$ cat config.mk
export PLATFORM = sky130hd
export DESIGN_NAME = gio_io_cell
export DESIGN_NICKNAME = d
export VERILOG_FILES = /design/src/gio_pkg.sv /design/src/gio_io_cell.sv
export VERILOG_INCLUDE_DIRS = /design/src /design/src/src
export SDC_FILE = /design/constraint.sdc
export NUM_CORES = 1
export LEC_CHECK = 0
export ABC_AREA = 1
export BUFFER_PORTS_ARGS = -buffer_cell sky130_fd_sc_hd__buf_2
export CORE_AREA = 2 2 77 153
export DETAILED_ROUTE_END_ITERATION = 7
export DIE_AREA = 0 0 79 155
export PLACE_DENSITY = 0.66
export SETUP_SLACK_MARGIN = 0.1
export SLEW_MARGIN = 20
export SYNTH_ARGS = -nofsm -noshare
export SYNTH_HDL_FRONTEND = slang
export SYNTH_SLANG_ARGS = --single-unit
$ cat constraint.sdc
create_clock -name hclk -period 1.37 [get_ports hclk]
set_clock_uncertainty 0.1 [all_clocks]
set_input_delay 0.0685 -clock hclk [delete_from_list [all_inputs] [get_ports hclk]]
set_output_delay 0.0685 -clock hclk [all_outputs]
set_load 0.01 [all_outputs]
$ cat src/gio_map.svh
`ifndef GIO_MAP_SVH
`define GIO_MAP_SVH
// ==========================================================================
// register map
`define GIO_CTRL_ADDR   8'h00
`define GIO_STAT_ADDR   8'h04
`define GIO_ADDR_LSB    2
`define GIO_CTRL_RST    32'h0000_0000
`define GIO_RSVD_ZERO   15'h0000
// ==========================================================================
// deserializer / serializer counts
`define GIO_SER_LAST    2'h3
`define GIO_SER_FIRST   2'h0
`define GIO_SER_STEP    2'h1
`define GIO_BIT_FIRST   0
`define GIO_BIT_SECOND  1
`define GIO_BIT_LAST    3
`endif

$ cat src/gio_pkg.sv
package gio_pkg;
    // ======================================================================
    // pin modes
    typedef enum logic [1:0] {
        GIO_MODE_INPUT  = 2'h0,
        GIO_MODE_OUTPUT = 2'h1,
        GIO_MODE_BIDIR  = 2'h2,
        GIO_MODE_CLKOUT = 2'h3
    } gio_mode_e;

    // ======================================================================
    // control register layout, msb first
    typedef struct packed {
        logic [14:0] rsvd;
        logic        deser;
        logic        pull_dn;
        logic        alt_sel;
        logic        resync;
        logic        dual_edge_io_out;
        logic        dual_edge_io_in;
        logic        out_inv;
        logic        oe_edge;
        logic        oe_reg;
        logic        out_edge;
        logic        out_reg;
        logic        in_edge;
        logic        in_reg;
        logic        used;
        logic        user_mode;
        gio_mode_e   mode;
    } gio_ctrl_s;

    // status register layout
    typedef struct packed {
        logic [21:0] rsvd;
        logic        pull_dn;
        logic        pull_up;
        logic        pad_oe;
        logic        pad_out;
        logic        pad_in;
        logic        alt;
        logic [3:0]  core_in;
    } gio_stat_s;
endpackage : gio_pkg

$ cat src/gio_io_cell.sv
// Chosen here: the address map and the AHB-Lite slave port.
`timescale 1ns/1ns
`include "gio_map.svh"
// ==========================================================================
// Overview of operation
// - input mode: receive only; optional capture on chosen edge of input clock
// - alternate path drives the alternate function straight from the pad, never registered
// - dual-edge input: rising and falling capture registers give two streams
// - output mode: transmit only; optional latch on chosen edge of output clock
// - output register value may be inverted in output and bidirectional modes
// - dual-edge output: two registers muxed onto pad, one bit per half period
// - bidirectional: input clock for receive, output clock for transmit and enable
// - bidirectional: each register has its own edge; paths registered independently
// - clock-output mode forwards the core clock tree to the pad, no data
// - during configuration the pin has weak pull-up and no drive
// - unused pin in user mode: tristate, weak pull-up, or pull-down by option
// - alternate input goes to another block, bypassing the core interface
// - drive-enable register switches pad between driving and high impedance
// - input register captures pad for core; output register holds core data for pad
// - high-speed variant has 1:4 serdes at full rate; high-voltage variant none
// - dual-edge resync presents both bits on the rising edge only
// - resync delays the falling-edge bit by half a clock period
// - deserializer: first bit on core bit zero, last on bit three
module gio_io_cell #(
    parameter bit HIGH_SPEED = 1'b1
) (
    input  wire logic        hclk,
    input  wire logic        hresetn,
    input  wire logic        hsel,
    input  wire logic [31:0] haddr,
    input  wire logic [1:0]  htrans,
    input  wire logic        hwrite,
    input  wire logic [2:0]  hsize,
    input  wire logic [31:0] hwdata,
    input  wire logic        hready,
    output logic             hreadyout,
    output logic [31:0]      hrdata,
    output logic             hresp,
    input  wire logic        inclk,
    input  wire logic        outclk,
    input  wire logic        clk_tree,
    input  wire logic [3:0]  core_out,
    input  wire logic        core_oe,
    output logic [3:0]       core_in,
    output logic             alt_o,
    input  wire logic        pad_i,
    output logic             pad_o,
    output logic             pad_oe,
    output logic             pull_up_o,
    output logic             pull_down_o
);
    // ======================================================================
    // bus slave
    gio_pkg::gio_ctrl_s ctrl_r;
    gio_pkg::gio_ctrl_s ctrl_wr;
    gio_pkg::gio_stat_s stat;
    logic               wr_pend_r;
    logic [31:0]        hrdata_r;
    wire                acc      = hsel & hready & htrans[1];
    wire  [7:0]         acc_addr = {haddr[7:`GIO_ADDR_LSB], 2'h0};
    wire                hit_ctrl = acc & (acc_addr == `GIO_CTRL_ADDR);
    wire                hit_stat = acc & (acc_addr == `GIO_STAT_ADDR);

    // reserved bits always stored as zero
    assign ctrl_wr      = {`GIO_RSVD_ZERO, hwdata[16:0]};
    // forward a pending write so a read right behind it sees the new value
    wire  [31:0]        ctrl_view = wr_pend_r ? ctrl_wr : ctrl_r;
    wire  [31:0]        rd_nxt    = hit_ctrl ? ctrl_view : hit_stat ? stat : 32'h0000_0000;

    assign hreadyout = 1'b1;
    assign hresp     = 1'b0;
    assign hrdata    = hrdata_r;

    // address phase capture, data phase write
    always_ff @(posedge hclk or negedge hresetn) begin
        if (!hresetn) begin
            wr_pend_r <= 1'b0;
            hrdata_r  <= 32'h0000_0000;
            ctrl_r    <= `GIO_CTRL_RST;
        end else begin
            wr_pend_r <= hit_ctrl & hwrite;
            hrdata_r  <= (acc & !hwrite) ? rd_nxt : hrdata_r;
            if (wr_pend_r) begin
                ctrl_r <= ctrl_wr;
            end
        end
    end

    // ======================================================================
    // mode decode
    wire active   = ctrl_r.user_mode & ctrl_r.used;
    wire m_in     = ctrl_r.mode == gio_pkg::GIO_MODE_INPUT;
    wire m_out    = ctrl_r.mode == gio_pkg::GIO_MODE_OUTPUT;
    wire m_bidir  = ctrl_r.mode == gio_pkg::GIO_MODE_BIDIR;
    wire m_clkout = ctrl_r.mode == gio_pkg::GIO_MODE_CLKOUT;
    wire alt_on   = active & m_in & ctrl_r.alt_sel;
    wire rx_on    = active & (m_in | m_bidir) & !alt_on;
    wire tx_on    = active & (m_out | m_bidir);
    wire ser_on   = HIGH_SPEED & ctrl_r.deser;

    // ======================================================================
    // clock edge events, clocks sampled on hclk
    logic inclk_d_r;
    logic outclk_d_r;
    wire  in_rise   = inclk & !inclk_d_r;
    wire  in_fall   = !inclk & inclk_d_r;
    wire  out_rise  = outclk & !outclk_d_r;
    wire  out_fall  = !outclk & outclk_d_r;
    wire  in_ev     = ctrl_r.in_edge ? in_fall : in_rise;
    wire  out_ev    = ctrl_r.out_edge ? out_fall : out_rise;
    wire  oe_ev     = ctrl_r.oe_edge ? out_fall : out_rise;
    wire  rise_take = ctrl_r.dual_edge_io_in ? in_rise : in_ev;

    always_ff @(posedge hclk or negedge hresetn) begin
        if (!hresetn) begin
            inclk_d_r  <= 1'b0;
            outclk_d_r <= 1'b0;
        end else begin
            inclk_d_r  <= inclk;
            outclk_d_r <= outclk;
        end
    end

    // ======================================================================
    // receive path
    logic       cap_rise_r;
    logic       cap_fall_r;
    logic       rs_rise_r;
    logic       rs_fall_r;
    logic [3:0] sh_r;
    logic [3:0] deser_r;
    logic [1:0] dcnt_r;
    logic [3:0] core_in_r;
    wire  [3:0] sh_nxt = {pad_i, sh_r[3:1]};
    wire  [1:0] dual_edge_io_bits = ctrl_r.resync ? {rs_fall_r, rs_rise_r} : {cap_fall_r, cap_rise_r};
    wire  [3:0] core_in_nxt =
        !rx_on          ? 4'h0 :
        ser_on          ? deser_r :
        ctrl_r.dual_edge_io_in  ? {2'h0, dual_edge_io_bits} :
        ctrl_r.in_reg   ? {3'h0, cap_rise_r} :
                          {3'h0, pad_i};

    // capture registers on input clock edges
    always_ff @(posedge hclk or negedge hresetn) begin
        if (!hresetn) begin
            cap_rise_r <= 1'b0;
            cap_fall_r <= 1'b0;
            rs_rise_r  <= 1'b0;
            rs_fall_r  <= 1'b0;
        end else begin
            if (rise_take) cap_rise_r <= pad_i;
            if (in_fall) cap_fall_r <= pad_i;
            if (in_rise) rs_rise_r <= pad_i;
            if (in_rise) rs_fall_r <= cap_fall_r;
        end
    end

    // 1:4 deserializer on rising input edges
    always_ff @(posedge hclk or negedge hresetn) begin
        if (!hresetn) begin
            sh_r    <= 4'h0;
            deser_r <= 4'h0;
            dcnt_r  <= `GIO_SER_FIRST;
        end else if (ser_on & in_rise) begin
            sh_r   <= sh_nxt;
            dcnt_r <= dcnt_r + `GIO_SER_STEP;
            if (dcnt_r == `GIO_SER_LAST) deser_r <= sh_nxt;
        end
    end

    always_ff @(posedge hclk or negedge hresetn) begin
        if (!hresetn) core_in_r <= 4'h0;
        else          core_in_r <= core_in_nxt;
    end
    assign core_in = core_in_r;

    // alternate path, straight from the pad
    assign alt_o = alt_on & pad_i;

    // ======================================================================
    // transmit path
    logic       out_rise_r;
    logic       out_fall_r;
    logic       half_r;
    logic       oe_r;
    logic [3:0] ser_word_r;
    logic       ser_bit_r;
    logic [1:0] scnt_r;
    wire        out_take  = ctrl_r.dual_edge_io_out ? out_rise : out_ev;
    wire        dual_edge_io_bit  = half_r ? out_rise_r : out_fall_r;
    wire        regd      = ctrl_r.out_reg | ctrl_r.dual_edge_io_out | ser_on;
    wire        tx_raw    = ser_on          ? ser_bit_r :
                            ctrl_r.dual_edge_io_out ? dual_edge_io_bit :
                            ctrl_r.out_reg  ? out_rise_r :
                                              core_out[`GIO_BIT_FIRST];
    wire        tx_data   = tx_raw ^ (ctrl_r.out_inv & regd);
    wire        oe_val    = ctrl_r.oe_reg ? oe_r : core_oe;

    // output and enable registers on output clock edges
    always_ff @(posedge hclk or negedge hresetn) begin
        if (!hresetn) begin
            out_rise_r <= 1'b0;
            out_fall_r <= 1'b0;
            half_r     <= 1'b0;
            oe_r       <= 1'b0;
        end else begin
            if (out_take) out_rise_r <= core_out[`GIO_BIT_FIRST];
            if (out_fall) out_fall_r <= core_out[`GIO_BIT_SECOND];
            if (out_rise | out_fall) half_r <= out_rise;
            if (oe_ev) oe_r <= core_oe;
        end
    end

    // 1:4 serializer, bit zero sent first
    always_ff @(posedge hclk or negedge hresetn) begin
        if (!hresetn) begin
            ser_word_r <= 4'h0;
            ser_bit_r  <= 1'b0;
            scnt_r     <= `GIO_SER_FIRST;
        end else if (ser_on & out_rise) begin
            scnt_r <= scnt_r + `GIO_SER_STEP;
            if (scnt_r == `GIO_SER_FIRST) begin
                ser_word_r <= core_out;
                ser_bit_r  <= core_out[`GIO_BIT_FIRST];
            end else begin
                ser_bit_r <= ser_word_r[scnt_r];
            end
        end
    end

    // ======================================================================
    // pad drive and pulls
    logic pad_o_r;
    logic pad_oe_r;
    logic pull_up_r;
    logic pull_dn_r;
    wire  pad_o_nxt  = (active & m_clkout) ? clk_tree :
                       tx_on ? tx_data : 1'b0;
    wire  pad_oe_nxt = !active ? 1'b0 :
                       m_clkout ? 1'b1 :
                       tx_on ? oe_val : 1'b0;
    wire  pu_nxt     = !ctrl_r.user_mode | (!ctrl_r.used & !ctrl_r.pull_dn);
    wire  pd_nxt     = ctrl_r.user_mode & !ctrl_r.used & ctrl_r.pull_dn;

    always_ff @(posedge hclk or negedge hresetn) begin
        if (!hresetn) begin
            pad_o_r   <= 1'b0;
            pad_oe_r  <= 1'b0;
            pull_up_r <= 1'b1;
            pull_dn_r <= 1'b0;
        end else begin
            pad_o_r   <= pad_o_nxt;
            pad_oe_r  <= pad_oe_nxt;
            pull_up_r <= pu_nxt;
            pull_dn_r <= pd_nxt;
        end
    end
    assign pad_o       = pad_o_r;
    assign pad_oe      = pad_oe_r;
    assign pull_up_o   = pull_up_r;
    assign pull_down_o = pull_dn_r;

    // status view
    assign stat = {22'h0, pull_dn_r, pull_up_r, pad_oe_r, pad_o_r, pad_i, alt_o, core_in_r};

    // ======================================================================
    // checks
    cfg_no_drive_a: assert property (@(posedge hclk) disable iff (!hresetn)
        !ctrl_r.user_mode |=> (!pad_oe && pull_up_o && !pull_down_o))
        else $error("pin driven or not pulled up during configuration");
    unused_pull_a: assert property (@(posedge hclk) disable iff (!hresetn)
        (ctrl_r.user_mode && !ctrl_r.used) |=> (!pad_oe && (pull_down_o == $past(ctrl_r.pull_dn))
        && (pull_up_o != $past(ctrl_r.pull_dn))))
        else $error("unused pin pull selection wrong");
    alt_direct_a: assert property (@(posedge hclk) disable iff (!hresetn)
        alt_on |-> (alt_o == pad_i) ##1 (core_in == 4'h0))
        else $error("alternate path not direct or leaks to core");
    in_capture_a: assert property (@(posedge hclk) disable iff (!hresetn)
        (rx_on && ctrl_r.in_reg && !ctrl_r.dual_edge_io_in && !ser_on && in_ev && $stable(ctrl_r))
        |=> ##1 (core_in[0] == $past(pad_i, 2)))
        else $error("input register not captured on chosen edge");
    dual_edge_io_in_a: assert property (@(posedge hclk) disable iff (!hresetn)
        (in_fall && ctrl_r.dual_edge_io_in) |=> (cap_fall_r == $past(pad_i)))
        else $error("falling capture missed");
    resync_a: assert property (@(posedge hclk) disable iff (!hresetn)
        (in_rise && ctrl_r.dual_edge_io_in && ctrl_r.resync) |=> (rs_fall_r == $past(cap_fall_r)))
        else $error("resync falling bit not delayed");
    oe_drive_a: assert property (@(posedge hclk) disable iff (!hresetn)
        (tx_on && !ctrl_r.oe_reg) |=> (pad_oe == $past(core_oe)))
        else $error("drive enable does not follow core");
    clkout_a: assert property (@(posedge hclk) disable iff (!hresetn)
        (active && m_clkout) |=> (pad_oe && pad_o == $past(clk_tree)))
        else $error("clock not forwarded to pad");
    invert_a: assert property (@(posedge hclk) disable iff (!hresetn)
        (tx_on && ctrl_r.out_reg && ctrl_r.out_inv && !ctrl_r.dual_edge_io_out && !ser_on)
        |=> (pad_o == !$past(out_rise_r)))
        else $error("output inversion not applied");
endmodule : gio_io_cell

==> impl_metrics.env <==
export IMPL_status="finished, violations left"
export IMPL_violations="negative setup slack"
export IMPL_crit_buf_inv=2
export IMPL_clock_path_buffers=2
export IMPL_postPlaceCellArea_sq_mm=0.00506
export IMPL_fin_crit_ns=1.52
export IMPL_layout_nets=735
export IMPL_first_iter_violations=222
export IMPL_ys_types=34
export IMPL_dr_pass1_iters=4
export IMPL_synthTopCellsByCount="149 x nand2_1, 98 x dfrtp_1, 61 x inv_1"
export IMPL_core_area_sq_mm=0.0111
export IMPL_insertion_delay_ns=0.33
export IMPL_drv_cap=0
export IMPL_die_width_um=79
export IMPL_fmax_mhz=659
export IMPL_path_class="reg2out"
export IMPL_synth_top_area_share_pct=56.0
export IMPL_num_vias=3696
export IMPL_leakagePower_nw=3.34
export IMPL_fin_cells=791
export IMPL_required_ns=1.20
export IMPL_design_area_sq_mm=0.00656
export IMPL_antenna_found_initial=0
export IMPL_dieArea_sq_mm=0.0122
export IMPL_dieHeight_um=155
export IMPL_p_sw_mw=1.45
export IMPL_nFillCells=975
export IMPL_cts_root_buf="clkbuf_16"
export IMPL_grt_pass1_wl_um=16900
export IMPL_layout_drive_gt1_share_pct=40.4
export IMPL_drc=0
export IMPL_cpLargestDelayFamily="flip-flops"
export IMPL_gr_usage_all_layers_pct=17.4
export IMPL_startpoint_type="flop"
export IMPL_netlist_top_cells_area="dfrtp_1 56%, nand2_1 13%, inv_1 5.2%"
export IMPL_syn_instance_count=488
export IMPL_grt_pass1_vias=3545
export IMPL_grt_ovfl_total=0
export IMPL_cellInternalPower_mw=4.69
export IMPL_wl_um=11200
export IMPL_rsz0062_at_grt="yes"
export IMPL_ys_warn_count=0
export IMPL_via_per_inst=4.67
export IMPL_ys_seq_elements=99
export IMPL_switching_share_pct=23.7
export IMPL_syn_cell_area_sq_mm=0.00438
export IMPL_critPathMaxFanout=2
export IMPL_min_period_over_period_pct=111
export IMPL_wire_per_inst_um=14.1
export IMPL_cp_end_kind="primary output"
export IMPL_combPwrFrac_pct=10.9
export IMPL_syn_nets=578
export IMPL_numCtsBuffers=9
export IMPL_start_util_pct=39.3
export IMPL_htree_levels=3
export IMPL_synth_avg_cell_area_sq_um=8.97
export IMPL_dp_final_hpwl_um=6650
export IMPL_cts_tree="yes"
export IMPL_synth_enable_flop_cells=0
export IMPL_portBuffers=78
export IMPL_ios=126
export IMPL_post_synth_top_count_cell="nand2_1"
export IMPL_gp_congestion=0.826
export IMPL_synth_top_flop_cell="dfrtp_1"
export IMPL_fin_util_pct=58.8
export IMPL_holdCritPathClass="in2reg"
export IMPL_ys_seq_area_share_pct=56.6
export IMPL_cp_cell_sequence="inv_2 -> ha_4 -> nand2_4 -> nor3_4 -> buf_2"
export IMPL_fp_row_count=55
export IMPL_seqPwrFrac_pct=50.1
export IMPL_postRouteAntennaNets=0
export IMPL_path_clk_slew_ns=0.06
export IMPL_placed_cells=712
export IMPL_cts_sinks=99
export IMPL_setup_viol=13
export IMPL_critPathSlowestCell="dfrtp_1"
export IMPL_diodes=0
export IMPL_hold_viol=0
export IMPL_worst_path_largest_cell_delay_ns=0.39
export IMPL_pwr_share_clk_pct=39.0
export IMPL_final_max_slew_viol_count=0
export IMPL_ir_worst_vdd_mv=0.904
export IMPL_worst_slack_ns=-0.147
export IMPL_grt_max_degree=33
export IMPL_syn_to_final_growth_pct=49.9
export IMPL_synthArstFlopShare_pct=100
export IMPL_arrival_ns=1.35
export IMPL_yosysTopAreaCell="dfrtp_1"
export IMPL_p_per_area_mw_per_mm2=937
## path summary, 6_finish.rpt
check / to / start / cells after the start / slack [ns]
max: alt_o / ctrl_r[0] / 5 / -0.15
min: cap_fall_r / inclk / 4 / 0.0003
max in group asynchronous: ser_bit_r / hresetn / 3 / 0.57
min in group asynchronous: ctrl_r[9] / hresetn / 2 / 0.09
min reg2reg: hrdata[2] / hrdata[2] / 2 / 0.37
max reg2reg: hrdata[4] / wr_pend_r / 7 / -0.05
## state kept, by name (all words and copies together), names as in the netlist, 2 cells and up
register	cells
core_in	4
ctrl_r	31
dcnt_r	2
deser_r	4
hrdata	32
scnt_r	2
ser_word_r	4
sh_r	3
## routing by layer
metal  vias to the layer above  track usage, %  wire, um
met5                         -               0         0
met3                        19            3.13       555
met2                       110            28.3      5540
met1                      1740            23.2      4840
met4                         0            5.91       239
li1                       1827               -         -
## metrics by stage
step | setup TNS (ns) | power (mW) | worst slack (ns) | hold slack, ns
after CTS | -0.102 | 6.10 | -0.102 | 0.0887
final | -0.414 | 6.14 | -0.147 | 0.000308
after global routing | -1.71 | 6.42 | -0.224 | 0.0257
after global placement | 0 | 3.60 | 0.00643 | -0.0878
after detailed placement | -0.0485 | 3.61 | -0.0189 | -0.0896
after floorplan | 0 | 3.37 | 0.0402 | -0.327
## cell type report
cell class / instances / area (sq um) / share of cell area (%)
well taps: 142 / 178 / 2.71
clock inverters: 2 / 10.0 / 0.153
inverters: 65 / 254 / 3.87
flip-flops and latches: 99 / 2480 / 37.9
multi-input cells: 308 / 2050 / 31.3
clock buffers: 13 / 270 / 4.12
repair buffers: 162 / 1310 / 20.0
## what timing repair did
item / in CTS / in global routing
endpoints found under the setup margin: 25 / 54
pin swaps: 20 / 63
buffers inserted: 8 / 28
hold buffers: 28 / 1
gates cloned: 1 / 2
hold endpoints to repair: 131 / 1
resized for setup: 52 / 108
## cell usage in the layout (no fill, tap or decap), types with 2 or more instances in the layout
master,n
conb_1,2
nand3_2,9
o21ai_4,9
dfrtp_1,96
buf_12,9
dlygate4sd3_1,28
buf_8,3
mux2i_1,2
nor3_4,2
nand3_1,13
buf_4,35
a21oi_1,6
a21oi_2,2
nand2_1,131
nor2_1,12
o21ai_1,23
buf_2,77
clkinv_2,2
nor2_2,3
o21ai_2,10
o21ai_0,17
nor2_4,23
nand2_4,13
clkbuf_16,11
ha_4,5
xor2_1,2
clkbuf_8,3
nand2_2,8
inv_2,14
mux2_4,3
a21oi_4,3
inv_1,49
buf_6,7
## logic make-up after synthesis
group           count (synthesis)  synth area share [%]
simple gates                  218                  21.2
flops                          99                  56.6
buf+inv                        81                  8.78
compound gates                 74                  9.58
fa+ha+maj                       7                  2.00
mux                             5                  1.23
other cells                     2                 0.172
xor+xnor                        2                 0.400
## power by group through the flow
stage | clock (mW) | sequential [mW] | combinational [mW]
global route | 2.57 | 3.09 | 0.756
global placement | 0 | 3.12 | 0.475
CTS | 2.44 | 3.08 | 0.588
floorplan | 0 | 3.12 | 0.250
finish | 2.39 | 3.08 | 0.671
detailed placement | 0 | 3.13 | 0.486
## worst reg2reg max path, cell delays in order (launching register included)
cell	delay [ns]
dfrtp_4	0.50
buf_12	0.17
buf_12	0.15
o21ai_2	0.15
nand3_1	0.10
nand2_2	0.08
nand2_1	0.06
nand2_1	0.06
No activity file was read; power rests on OpenSTA's default activity.
